**config.mk**
```make
export PLATFORM = sky130hd
export DESIGN_NAME = pir_regs
export DESIGN_NICKNAME = d
export VERILOG_FILES = /design/src/shared/pir_pkg.sv /design/src/core/pir_regs.sv
export SDC_FILE = /design/constraint.sdc
export NUM_CORES = 1
export LEC_CHECK = 0
export BUFFER_PORTS_ARGS = -buffer_cell sky130_fd_sc_hd__buf_2
export CORE_MARGIN = 4
export CORE_UTILIZATION = 57
export CTS_CLUSTER_DIAMETER = 80
export DETAILED_ROUTE_END_ITERATION = 8
export GPL_ROUTABILITY_DRIVEN = 0
export GPL_TIMING_DRIVEN = 0
export PLACE_DENSITY_LB_ADDON = 0.3
export REMOVE_ABC_BUFFERS = 1
export SYNTH_ARGS = -nofsm -noshare
export SYNTH_HDL_FRONTEND = slang
export SYNTH_SLANG_ARGS = --single-unit
```
**constraint.sdc**
```tcl
create_clock -name CLOCK -period 13.7 [get_ports CLOCK]
set_input_delay 0.685 -clock CLOCK [delete_from_list [all_inputs] [get_ports CLOCK]]
set_output_delay 0.685 -clock CLOCK [all_outputs]
set_load 0.02 [all_outputs]
```
**src/shared/pir_pkg.sv**
```systemverilog
// Package of constants and types for the PHY event flag and frame checker register block
package pir_pkg;

    // Management frame decode
    localparam logic [4:0]  DEVAD          = 5'h1f;
    localparam logic [1:0]  ST_C45         = 2'h0;
    localparam logic [1:0]  OP_ADDR        = 2'h0;
    localparam logic [1:0]  OP_WRITE       = 2'h1;
    localparam logic [1:0]  OP_READ_INC    = 2'h2;
    localparam logic [5:0]  PREAMBLE_LEN   = 6'h20;
    localparam logic [3:0]  HDR_LAST       = 4'hd;
    localparam logic [3:0]  DATA_LAST      = 4'hf;

    // Register offsets
    localparam logic [15:0] ADDR_PRESENCE  = 16'h0008;
    localparam logic [15:0] ADDR_FLAGS     = 16'h0011;
    localparam logic [15:0] ADDR_ENABLES   = 16'h0021;
    localparam logic [15:0] ADDR_CHK_EN    = 16'h8001;
    localparam logic [15:0] ADDR_CHK_IRQ   = 16'h8004;
    localparam logic [15:0] ADDR_PATH      = 16'h8005;
    localparam logic [15:0] ADDR_ERR_TALLY = 16'h8008;
    localparam logic [15:0] ADDR_FRAME_HI  = 16'h8009;
    localparam logic [15:0] ADDR_FRAME_LO  = 16'h800a;

    // Frame error kinds: length, alignment, symbol, oversize, undersize,
    // odd nibble, odd preamble, false carrier
    localparam int          NUM_KINDS      = 8;
    localparam logic [15:0] ADDR_KIND [NUM_KINDS] = '{
        16'h800b, 16'h800c, 16'h800d, 16'h800e,
        16'h800f, 16'h8010, 16'h8011, 16'h8013
    };

    // Reset values
    localparam logic [15:0] RST_PRESENCE   = 16'h8000;
    localparam logic [15:0] RST_FLAGS      = 16'h0000;
    localparam logic [15:0] RST_ENABLES    = 16'h2402;
    localparam logic        RST_CHK_EN     = 1'h1;
    localparam logic        RST_CHK_IRQ    = 1'h1;
    localparam logic        RST_PATH       = 1'h0;

    // Flag positions
    localparam int          BIT_CHK_EVT    = 14;
    localparam int          BIT_BUF_EVT    = 13;
    localparam int          BIT_NEG_EVT    = 11;
    localparam int          BIT_LINK_EVT   = 1;
    localparam logic [15:0] RSV_MASK       = 16'h97fd;
    localparam logic [15:0] ENABLES_SC     = 16'h8000;

    typedef struct packed {
        logic                 frame_end;
        logic                 crc_err;
        logic [NUM_KINDS-1:0] kind_err;
    } pir_stream_t;

    typedef enum {S_PRE, S_HDR, S_TA, S_DATA} pir_mdio_state_t;

endpackage

```
**src/core/pir_regs.sv**
```systemverilog
// Management register block with event flags, enables and frame checker counters
`timescale 1ns/1ps

module pir_regs (
    input  logic               CLOCK,
    input  logic               ARST_N,
    input  logic               MDC,
    input  logic               MDIO_IN,
    output logic               MDIO_OUT,
    output logic               MDIO_OE,
    input  logic [4:0]         PHY_ADDR,
    input  pir_pkg::pir_stream_t MAC_STREAM,
    input  pir_pkg::pir_stream_t LINE_STREAM,
    input  logic               LOOPBACK_EN,
    input  logic               BUF_ERR_EVENT,
    input  logic               NEG_CHANGE_EVENT,
    input  logic               LINK_CHANGE_EVENT,
    input  logic [15:0]        FAULT_EVENTS,
    output logic               IRQ,
    output logic               FATAL_ERROR
);
    import pir_pkg::*;

    logic [1:0]            rst_pipe_reg;
    logic                  rst_n;
    logic [2:0]            mdc_pipe_reg;
    logic [1:0]            mdio_pipe_reg;
    logic [4:0]            phy_pipe0_reg;
    logic [4:0]            phy_pipe1_reg;
    logic                  mdc_rise;
    logic                  mdio_bit;

    pir_mdio_state_t       state_reg;
    logic [5:0]            ones_reg;
    logic [3:0]            cnt_reg;
    logic [13:0]           hdr_reg;
    logic [15:0]           dsh_reg;
    logic [15:0]           rd_data_reg;
    logic                  oe_reg;
    logic                  out_reg;
    logic [15:0]           addr_reg;

    logic                  frame_match;
    logic                  is_read;
    logic                  rd_fire;
    logic                  end_fire;
    logic                  wr_fire;
    logic [15:0]           wr_word;
    logic [1:0]            op;

    logic [15:0]           flags_reg;
    logic [15:0]           flags_next;
    logic [15:0]           enables_reg;
    logic [15:0]           enables_next;
    logic                  chk_en_reg;
    logic                  chk_irq_reg;
    logic                  path_reg;
    logic                  irq_reg;
    logic                  fatal_reg;
    logic [15:0]           ev_vec;
    logic                  flags_clr;

    pir_stream_t           src;
    logic                  frame_seen;
    logic                  err_hit;
    logic                  tally_rd;
    logic [15:0]           tally_reg;
    logic [15:0]           tally_next;
    logic [31:0]           frames_reg;
    logic [31:0]           frames_copy_reg;
    logic [15:0]           kind_cnt_reg  [NUM_KINDS];
    logic [15:0]           kind_copy_reg [NUM_KINDS];
    logic [15:0]           kind_sel      [NUM_KINDS];
    logic [15:0]           kind_word;
    logic [15:0]           rd_word;

    // Reset release and input synchronisers
    always_ff @(posedge CLOCK or negedge ARST_N) begin
        if (!ARST_N) begin
            rst_pipe_reg <= 2'h0;
        end else begin
            rst_pipe_reg <= {rst_pipe_reg[0], 1'b1};
        end
    end
    assign rst_n = rst_pipe_reg[1];

    always_ff @(posedge CLOCK or negedge rst_n) begin
        if (!rst_n) begin
            mdc_pipe_reg  <= 3'h0;
            mdio_pipe_reg <= 2'h3;
            phy_pipe0_reg <= 5'h00;
            phy_pipe1_reg <= 5'h00;
        end else begin
            mdc_pipe_reg  <= {mdc_pipe_reg[1:0], MDC};
            mdio_pipe_reg <= {mdio_pipe_reg[0], MDIO_IN};
            phy_pipe0_reg <= PHY_ADDR;
            phy_pipe1_reg <= phy_pipe0_reg;
        end
    end
    assign mdc_rise = mdc_pipe_reg[1] & ~mdc_pipe_reg[2];
    assign mdio_bit = mdio_pipe_reg[1];

    // Frame decode
    assign op          = hdr_reg[11:10];
    assign frame_match = (hdr_reg[13:12] == ST_C45) && (hdr_reg[9:5] == phy_pipe1_reg)
                         && (hdr_reg[4:0] == DEVAD);
    assign is_read     = frame_match && op[1];
    assign rd_fire     = mdc_rise && (state_reg == S_TA) && (cnt_reg == 4'h0) && is_read;
    assign end_fire    = mdc_rise && (state_reg == S_DATA) && (cnt_reg == DATA_LAST)
                         && frame_match;
    assign wr_fire     = end_fire && (op == OP_WRITE);
    assign wr_word     = {dsh_reg[14:0], mdio_bit};

    // Management frame engine
    always_ff @(posedge CLOCK or negedge rst_n) begin
        if (!rst_n) begin
            state_reg   <= S_PRE;
            ones_reg    <= 6'h00;
            cnt_reg     <= 4'h0;
            hdr_reg     <= 14'h0000;
            dsh_reg     <= 16'h0000;
            rd_data_reg <= 16'h0000;
            oe_reg      <= 1'b0;
            out_reg     <= 1'b0;
        end else if (mdc_rise) begin
            case (state_reg)
                S_PRE: begin
                    if (mdio_bit) begin
                        if (ones_reg != PREAMBLE_LEN) begin
                            ones_reg <= ones_reg + 6'h01;
                        end
                    end else begin
                        ones_reg <= 6'h00;
                        if (ones_reg == PREAMBLE_LEN) begin
                            state_reg <= S_HDR;
                            hdr_reg   <= 14'h0000;
                            cnt_reg   <= 4'h1;
                        end
                    end
                end
                S_HDR: begin
                    hdr_reg <= {hdr_reg[12:0], mdio_bit};
                    cnt_reg <= cnt_reg + 4'h1;
                    if (cnt_reg == HDR_LAST) begin
                        state_reg <= S_TA;
                        cnt_reg   <= 4'h0;
                    end
                end
                S_TA: begin
                    if (cnt_reg == 4'h0) begin
                        cnt_reg <= 4'h1;
                        if (is_read) begin
                            oe_reg      <= 1'b1;
                            out_reg     <= 1'b0;
                            rd_data_reg <= rd_word;
                        end
                    end else begin
                        state_reg <= S_DATA;
                        cnt_reg   <= 4'h0;
                        out_reg   <= rd_data_reg[15];
                    end
                end
                S_DATA: begin
                    dsh_reg     <= wr_word;
                    cnt_reg     <= cnt_reg + 4'h1;
                    out_reg     <= rd_data_reg[14];
                    rd_data_reg <= {rd_data_reg[14:0], 1'b0};
                    if (cnt_reg == DATA_LAST) begin
                        state_reg <= S_PRE;
                        oe_reg    <= 1'b0;
                        out_reg   <= 1'b0;
                    end
                end
                default: begin
                    state_reg <= S_PRE;
                end
            endcase
        end
    end
    assign MDIO_OE  = oe_reg;
    assign MDIO_OUT = out_reg & oe_reg;

    always_ff @(posedge CLOCK or negedge rst_n) begin
        if (!rst_n) begin
            addr_reg <= 16'h0000;
        end else if (end_fire && (op == OP_ADDR)) begin
            addr_reg <= wr_word;
        end else if (end_fire && (op == OP_READ_INC)) begin
            addr_reg <= addr_reg + 16'h0001;
        end
    end

    // Frame checker source and counting
    assign src = path_reg ? (LOOPBACK_EN ? LINE_STREAM : MAC_STREAM) : LINE_STREAM;
    assign frame_seen = chk_en_reg && src.frame_end;
    assign err_hit    = frame_seen && (src.crc_err || (|src.kind_err));
    assign tally_rd   = rd_fire && (addr_reg == ADDR_ERR_TALLY);
    assign tally_next = tally_rd ? {15'h0000, err_hit} : tally_reg + {15'h0000, err_hit};

    always_ff @(posedge CLOCK or negedge rst_n) begin
        if (!rst_n) begin
            tally_reg       <= 16'h0000;
            frames_reg      <= 32'h0000_0000;
            frames_copy_reg <= 32'h0000_0000;
        end else begin
            tally_reg  <= tally_next;
            frames_reg <= frames_reg + {31'h0000_0000, frame_seen};
            if (tally_rd) begin
                frames_copy_reg <= frames_reg;
            end
        end
    end

    genvar k;
    generate
        for (k = 0; k < NUM_KINDS; k = k + 1) begin : g_kind
            always_ff @(posedge CLOCK or negedge rst_n) begin
                if (!rst_n) begin
                    kind_cnt_reg[k]  <= 16'h0000;
                    kind_copy_reg[k] <= 16'h0000;
                end else begin
                    kind_cnt_reg[k] <= kind_cnt_reg[k]
                                       + {15'h0000, frame_seen && src.kind_err[k]};
                    if (tally_rd) begin
                        kind_copy_reg[k] <= kind_cnt_reg[k];
                    end
                end
            end
            assign kind_sel[k] = (addr_reg == ADDR_KIND[k]) ? kind_copy_reg[k] : 16'h0000;
        end
    endgenerate

    always_comb begin
        kind_word = 16'h0000;
        for (int i = 0; i < NUM_KINDS; i++) begin
            kind_word = kind_word | kind_sel[i];
        end
    end

    // Event flags and enables
    always_comb begin
        ev_vec               = FAULT_EVENTS & RSV_MASK;
        ev_vec[BIT_CHK_EVT]  = err_hit && chk_irq_reg;
        ev_vec[BIT_BUF_EVT]  = BUF_ERR_EVENT;
        ev_vec[BIT_NEG_EVT]  = NEG_CHANGE_EVENT;
        ev_vec[BIT_LINK_EVT] = LINK_CHANGE_EVENT;
    end
    assign flags_clr    = rd_fire && (addr_reg == ADDR_FLAGS);
    assign flags_next   = (flags_clr ? 16'h0000 : flags_reg) | ev_vec;
    assign enables_next = (wr_fire && (addr_reg == ADDR_ENABLES)) ? wr_word
                          : (enables_reg & ~ENABLES_SC);

    always_ff @(posedge CLOCK or negedge rst_n) begin
        if (!rst_n) begin
            flags_reg   <= RST_FLAGS;
            enables_reg <= RST_ENABLES;
            irq_reg     <= 1'b0;
            fatal_reg   <= 1'b0;
        end else begin
            flags_reg   <= flags_next;
            enables_reg <= enables_next;
            irq_reg     <= |(flags_reg & enables_reg);
            fatal_reg   <= |(flags_reg & RSV_MASK);
        end
    end
    assign IRQ         = irq_reg;
    assign FATAL_ERROR = fatal_reg;

    always_ff @(posedge CLOCK or negedge rst_n) begin
        if (!rst_n) begin
            chk_en_reg  <= RST_CHK_EN;
            chk_irq_reg <= RST_CHK_IRQ;
            path_reg    <= RST_PATH;
        end else if (wr_fire) begin
            if (addr_reg == ADDR_CHK_EN) begin
                chk_en_reg <= wr_word[0];
            end
            if (addr_reg == ADDR_CHK_IRQ) begin
                chk_irq_reg <= wr_word[0];
            end
            if (addr_reg == ADDR_PATH) begin
                path_reg <= wr_word[0];
            end
        end
    end

    // Read data selection
    assign rd_word = (addr_reg == ADDR_PRESENCE)  ? RST_PRESENCE :
                     (addr_reg == ADDR_FLAGS)     ? flags_reg :
                     (addr_reg == ADDR_ENABLES)   ? enables_reg :
                     (addr_reg == ADDR_CHK_EN)    ? {15'h0000, chk_en_reg} :
                     (addr_reg == ADDR_CHK_IRQ)   ? {15'h0000, chk_irq_reg} :
                     (addr_reg == ADDR_PATH)      ? {15'h0000, path_reg} :
                     (addr_reg == ADDR_ERR_TALLY) ? tally_reg :
                     (addr_reg == ADDR_FRAME_HI)  ? frames_copy_reg[31:16] :
                     (addr_reg == ADDR_FRAME_LO)  ? frames_copy_reg[15:0] :
                     kind_word;

endmodule

```
Word level (Yosys, flattened, before mapping)
Index checks and enable logic that the tools add are counted.
- output and inout port bits: 4
- bits in writable memories: 0
- input port bits: 49
- ROM bits: 0
- word-level logic and storage cells: 205
- memories: 0
- bits in latches: 0
- bits in registers: 495
- muxes and demuxes: 51
- shifts and indexed selects: 0
- bitwise gates (word level): 12
- magnitude comparators: 0
- reductions and logical operators: 49
- multipliers: 0
- div/mod/pow operators: 0
- $add $sub $neg: 13
- eq/ne operators: 39
- operator list (operator ; count):
    two-way mux 16 bit ; 24
    equality test 16 bit (second input constant) ; 14
    two-way mux 32 bit ; 5
    adder 16 x 1 -> 16 bit ; 9
    bitwise OR 16 bit ; 8
    case mux 32 bit (4 select lines) ; 1
    equality test 32 x 2 -> 1 bit (second input constant) ; 2
    equality test 32 x 3 -> 1 bit (second input constant) ; 2
    adder 32 x 1 -> 32 bit ; 1
    equality test 32 x 1 -> 1 bit (second input constant) ; 1
    zero test 32 bit ; 1
    case mux 16 bit (2 select lines) ; 1
    two-way mux 14 bit ; 2
    case mux 14 bit (2 select lines) ; 1
    logical AND 1 bit ; 26
    two-way mux 10 bit ; 2
    adder 16 x 1 -> 16 bit (second input constant) ; 1
    AND 16 bit ; 1
    equality test 16 x 4 -> 1 bit (second input constant) ; 1
    equality test 16 x 5 -> 1 bit (second input constant) ; 1
    equality test 16 x 6 -> 1 bit (second input constant) ; 1
    case mux 4 bit (4 select lines) ; 1
    OR reduction 16 bit ; 1
    != test 2 bit (second input constant) ; 7
    29 further kinds ; 50

Longest topological paths before layout
- word-level depth: 21
- mapped depth: 15
- depth with buffers taken out: 13

Least setup slack after synthesis
No wires, ideal clock.
- path kind: input-to-reg
- from: in LOOPBACK_EN
- to: reg frames_reg[30]
- path buffers: 2
- slack: 10.476 ns
- arrival: 3.102 ns
- data required time: 13.577 ns
- stages on the path: 15
- path through: nor2b_1 clkbuf_1 mux2i_1 nand2b_1 clkbuf_1 inv_1 ha_1 ha_1 inv_1 nor3_1 and2_1 and3_1 and4_1 nand3_1 xnor2_1
- word-level cells in the longest chain between the ends: 4
- RTL lines (what ; line ; text):
    start: declaration ; pir_regs.sv:14 ; input logic LOOPBACK_EN,
    two-way mux 10 bit (2 in a row) ; pir_regs.sv:194 ; assign src = path_reg ? (LOOPBACK_EN ? LINE_STREAM : MAC_STREAM) : LINE_STREAM;
    logical AND 1 bit ; pir_regs.sv:195 ; assign frame_seen = chk_en_reg && src.frame_end;
    adder 32 x 1 -> 32 bit ; pir_regs.sv:207 ; frames_reg <= frames_reg + {31'h0000_0000, frame_seen};
    end signal: assignment ; pir_regs.sv:207 ;
    end: declaration ; pir_regs.sv:69 ; logic [31:0] frames_reg;
No other way between the ends.
A chain may end at the register's enable or synchronous reset.

Worst setup path after layout
- from: reg path_reg
- to: reg frames_reg[28]
- word-level cells in the longest chain between the ends: 3
- RTL lines (what ; line ; text):
    start: declaration ; pir_regs.sv:57 ; logic path_reg;
    start signal: assignment ; pir_regs.sv:282 ; path_reg <= wr_word[0];
    two-way mux 10 bit ; pir_regs.sv:194 ;
    logical AND 1 bit ; pir_regs.sv:195 ;
    adder 32 x 1 -> 32 bit ; pir_regs.sv:207 ;
No other way between the ends.

==> out/summary.txt <==
Setup WS post-layout = 9.20 ns
Cells after DPL = 2234
Synthesis Warnings = 0
Final hold violation count = 0
Count leader, synth = dfrtp_1
Initial antenna violation count = 0
Tcrit/Tclk final = 0.329
Starting Density = 0.575
Antenna Nets Post-Route = 0
Ratio of cells with drive above 1 in the final layout = 0.191
Largest net degree at the start of global routing = 75
Clk slew on worst S/H paths = 0.06 ns
Diode count = 0
Clk Latency, worst-skew pair = 0.58 ns
Reported max-cap violation count = 0
FF+latch count, synth = 465
Number of core rows = 70
Critical path origin = path_reg$_DFFE_PN0P_
Die width = 200 µm
# DRC = 0
Post-DR vias/cell = 6.18
Setup CP Type = flip-flop to flip-flop
CP endpoint kind = flip-flop
# port buffers = 48
Period minus WS final = 4.50 ns
Vias in the first global route = 14.1k
Unrepaired setup endpoints after global routing = no
Die H = 200 µm
Synthesis-to-finish area growth = 11.2%
Sequential element share of the synthesized area = 0.554
Grt total ovfl = 0
Dpl cell area = 21700 µm²
Max-slew headroom = 0.142
CTS tree = done
Cell area after synthesis = 21000 µm²
HP Class = input pin to flip-flop
Final WL = 48.9 mm
Status = finished, final reports clean
Fraction of registers with async set/reset = 1.00
Global Route Usage Sum = 0.248
Routed len/inst = 21.1 µm
Top post-synthesis cells by area = dfrtp_1, mux2_2, xnor2_1, nand2_1, nand3_1
Number of enable flip-flop cells after synthesis = 0
WP data arrival = 4.97 ns
Vias = 14.3k
Final setup viols = 0
Die ar. = 40000 µm²
DR iter-0 viols = 1266
Max Freq = 222 MHz
Core ar. = 36500 µm²
Library cells used by synthesis = 71
Peak VDD IR = 0.0906 mV
Top Ports = 53
Worst Skew = 0.0223 ns
Finished Layout Cells = 2318
Worst-Margin Slew = 1.29 ns
R2R Setup Slk = 9.20 ns
Setup Buffers After CTS = 0
Setup TNS = 0 ns
Commonest cells post-synth = dfrtp_1, mux2_2, nand2_1, xnor2_1, nand3_1
H-tree depth = 2
Max-slew violation count = 0
NumNets Final = 1900
Max FO, Critical Path = 10
Global-route wire length before repair = 78.4 mm
PwrDens = 118 nW/µm²
Place WS = 8.96 ns
Inserted Clock Buffers = 47
Sink Count = 465
Hold Slack = 0.218 ns
Synth Area per Inst = 11.8 µm²
Synth area leader = dfrtp_1
Clock tree buffer depth = 3
Hold Path Origin = MDIO_IN
Lkg Pwr = 0.0108 µW
CP Launch Type = flip-flop
CTS root buffer = clkbuf_16
Top cell type's share of synthesized area = 0.545
CP required = 14.16 ns
Top FF cell, synth = dfrtp_1
Worst reg2reg path startpoint = path_reg$_DFFE_PN0P_
Initial DRT Pass Iterations = 5
Post-DP HPWL = 33.9 mm
Post-route cell area = 23400 µm²
Gate Count Post-Synth = 1782
==> critical path, cell delays in order, from the launching register on <==
cell	delay, ns
dfrtp_1	0.43
nor2b_1	0.97
mux2i_1	0.24
nand2b_1	0.57
inv_1	0.17
ha_1	0.23
ha_1	0.24
inv_1	0.06
nor3_1	0.35
and2_1	0.27
and3_1	0.22
and4_1	0.36
nand3_1	0.13
xnor2_1	0.14
==> report_power, final <==
part | total [µW] | switching, µW | internal [µW]
Clock | 1330 | 529 | 799
Combinational | 45.5 | 32.4 | 13.0
Sequential | 1380 | 4.81 | 1380
==> cell usage in the layout (no fill, tap or decap), types with 19 or more instances in the layout <==
master	synthesis	final
nand4_1	49	49
a22o_1	19	19
nand2_1	148	148
inv_1	28	28
xnor2_1	116	116
nor2_1	82	81
xor2_1	48	48
ha_1	34	34
nand3_1	93	93
o21ai_0	45	44
dfrtp_1	458	457
clkbuf_16	0	48
buf_2	14	48
a21oi_1	73	73
mux2_2	194	194
and3_1	38	38
a22oi_1	28	28
==> worst paths after layout <==
check | to | depth (start not counted)
max in group asynchronous | rd_data_reg[7]$_DFFE_PN0P_ | 3
worst min-delay path | mdio_pipe_reg[0]$_DFF_PN1_ | 1
min in group asynchronous | ones_reg[2]$_DFFE_PN0P_ | 0
worst max register to register | frames_reg[28]$_DFF_PN0_ | 13
worst min register to register | ones_reg[2]$_DFFE_PN0P_ | 0
worst max-delay path | frames_reg[28]$_DFF_PN0_ | 13
==> final cells by class <==
type                            count  area, µm²
Fill cell                        2721      13200
Clock inverter                     13        233
Timing Repair Buffer               64        586
Clock buffer                       69       1360
Multi-Input combinational cell   1211       8840
Inverter                           28        105
Sequential cell                   465      11600
Tap cell                          468        586
==> cells by family after synthesis <==
group,synth area share
AO/OA/AOI/OAI,0.0996
XOR/XNOR,0.0683
adder cells (fa/ha/maj),0.0202
buffers and inverters,0.0255
flip-flops,0.554
multiplexers,0.105
other,0.000178
AND/OR/NAND/NOR,0.127
==> timing repair <==
action	CTS	global route
gates resized for setup	0	0
hold buffers	1	0
hold endpoints to repair	2	0
setup endpoints to repair	0	0
==> routing by layer <==
| layer | up-vias | GRT usage | routed length (µm) |
|---|---|---|---|
| li1 | 6522 | - | - |
| met1 | 7297 | 0.359 | 21700 |
| met2 | 390 | 0.388 | 22900 |
| met3 | 107 | 0.0381 | 2560 |
| met4 | 0 | 0.0838 | 1660 |
| met5 | - | 0 | 0 |
==> through the flow <==
step            util  power (µW)
2_1_floorplan      -        1430
3_3_place_gp   0.586        1450
3_5_place_dp   0.595        1450
4_1_cts        0.639        2780
5_1_grt        0.640        2850
6_report       0.640        2760
Power figures use the tool's default switching activity.
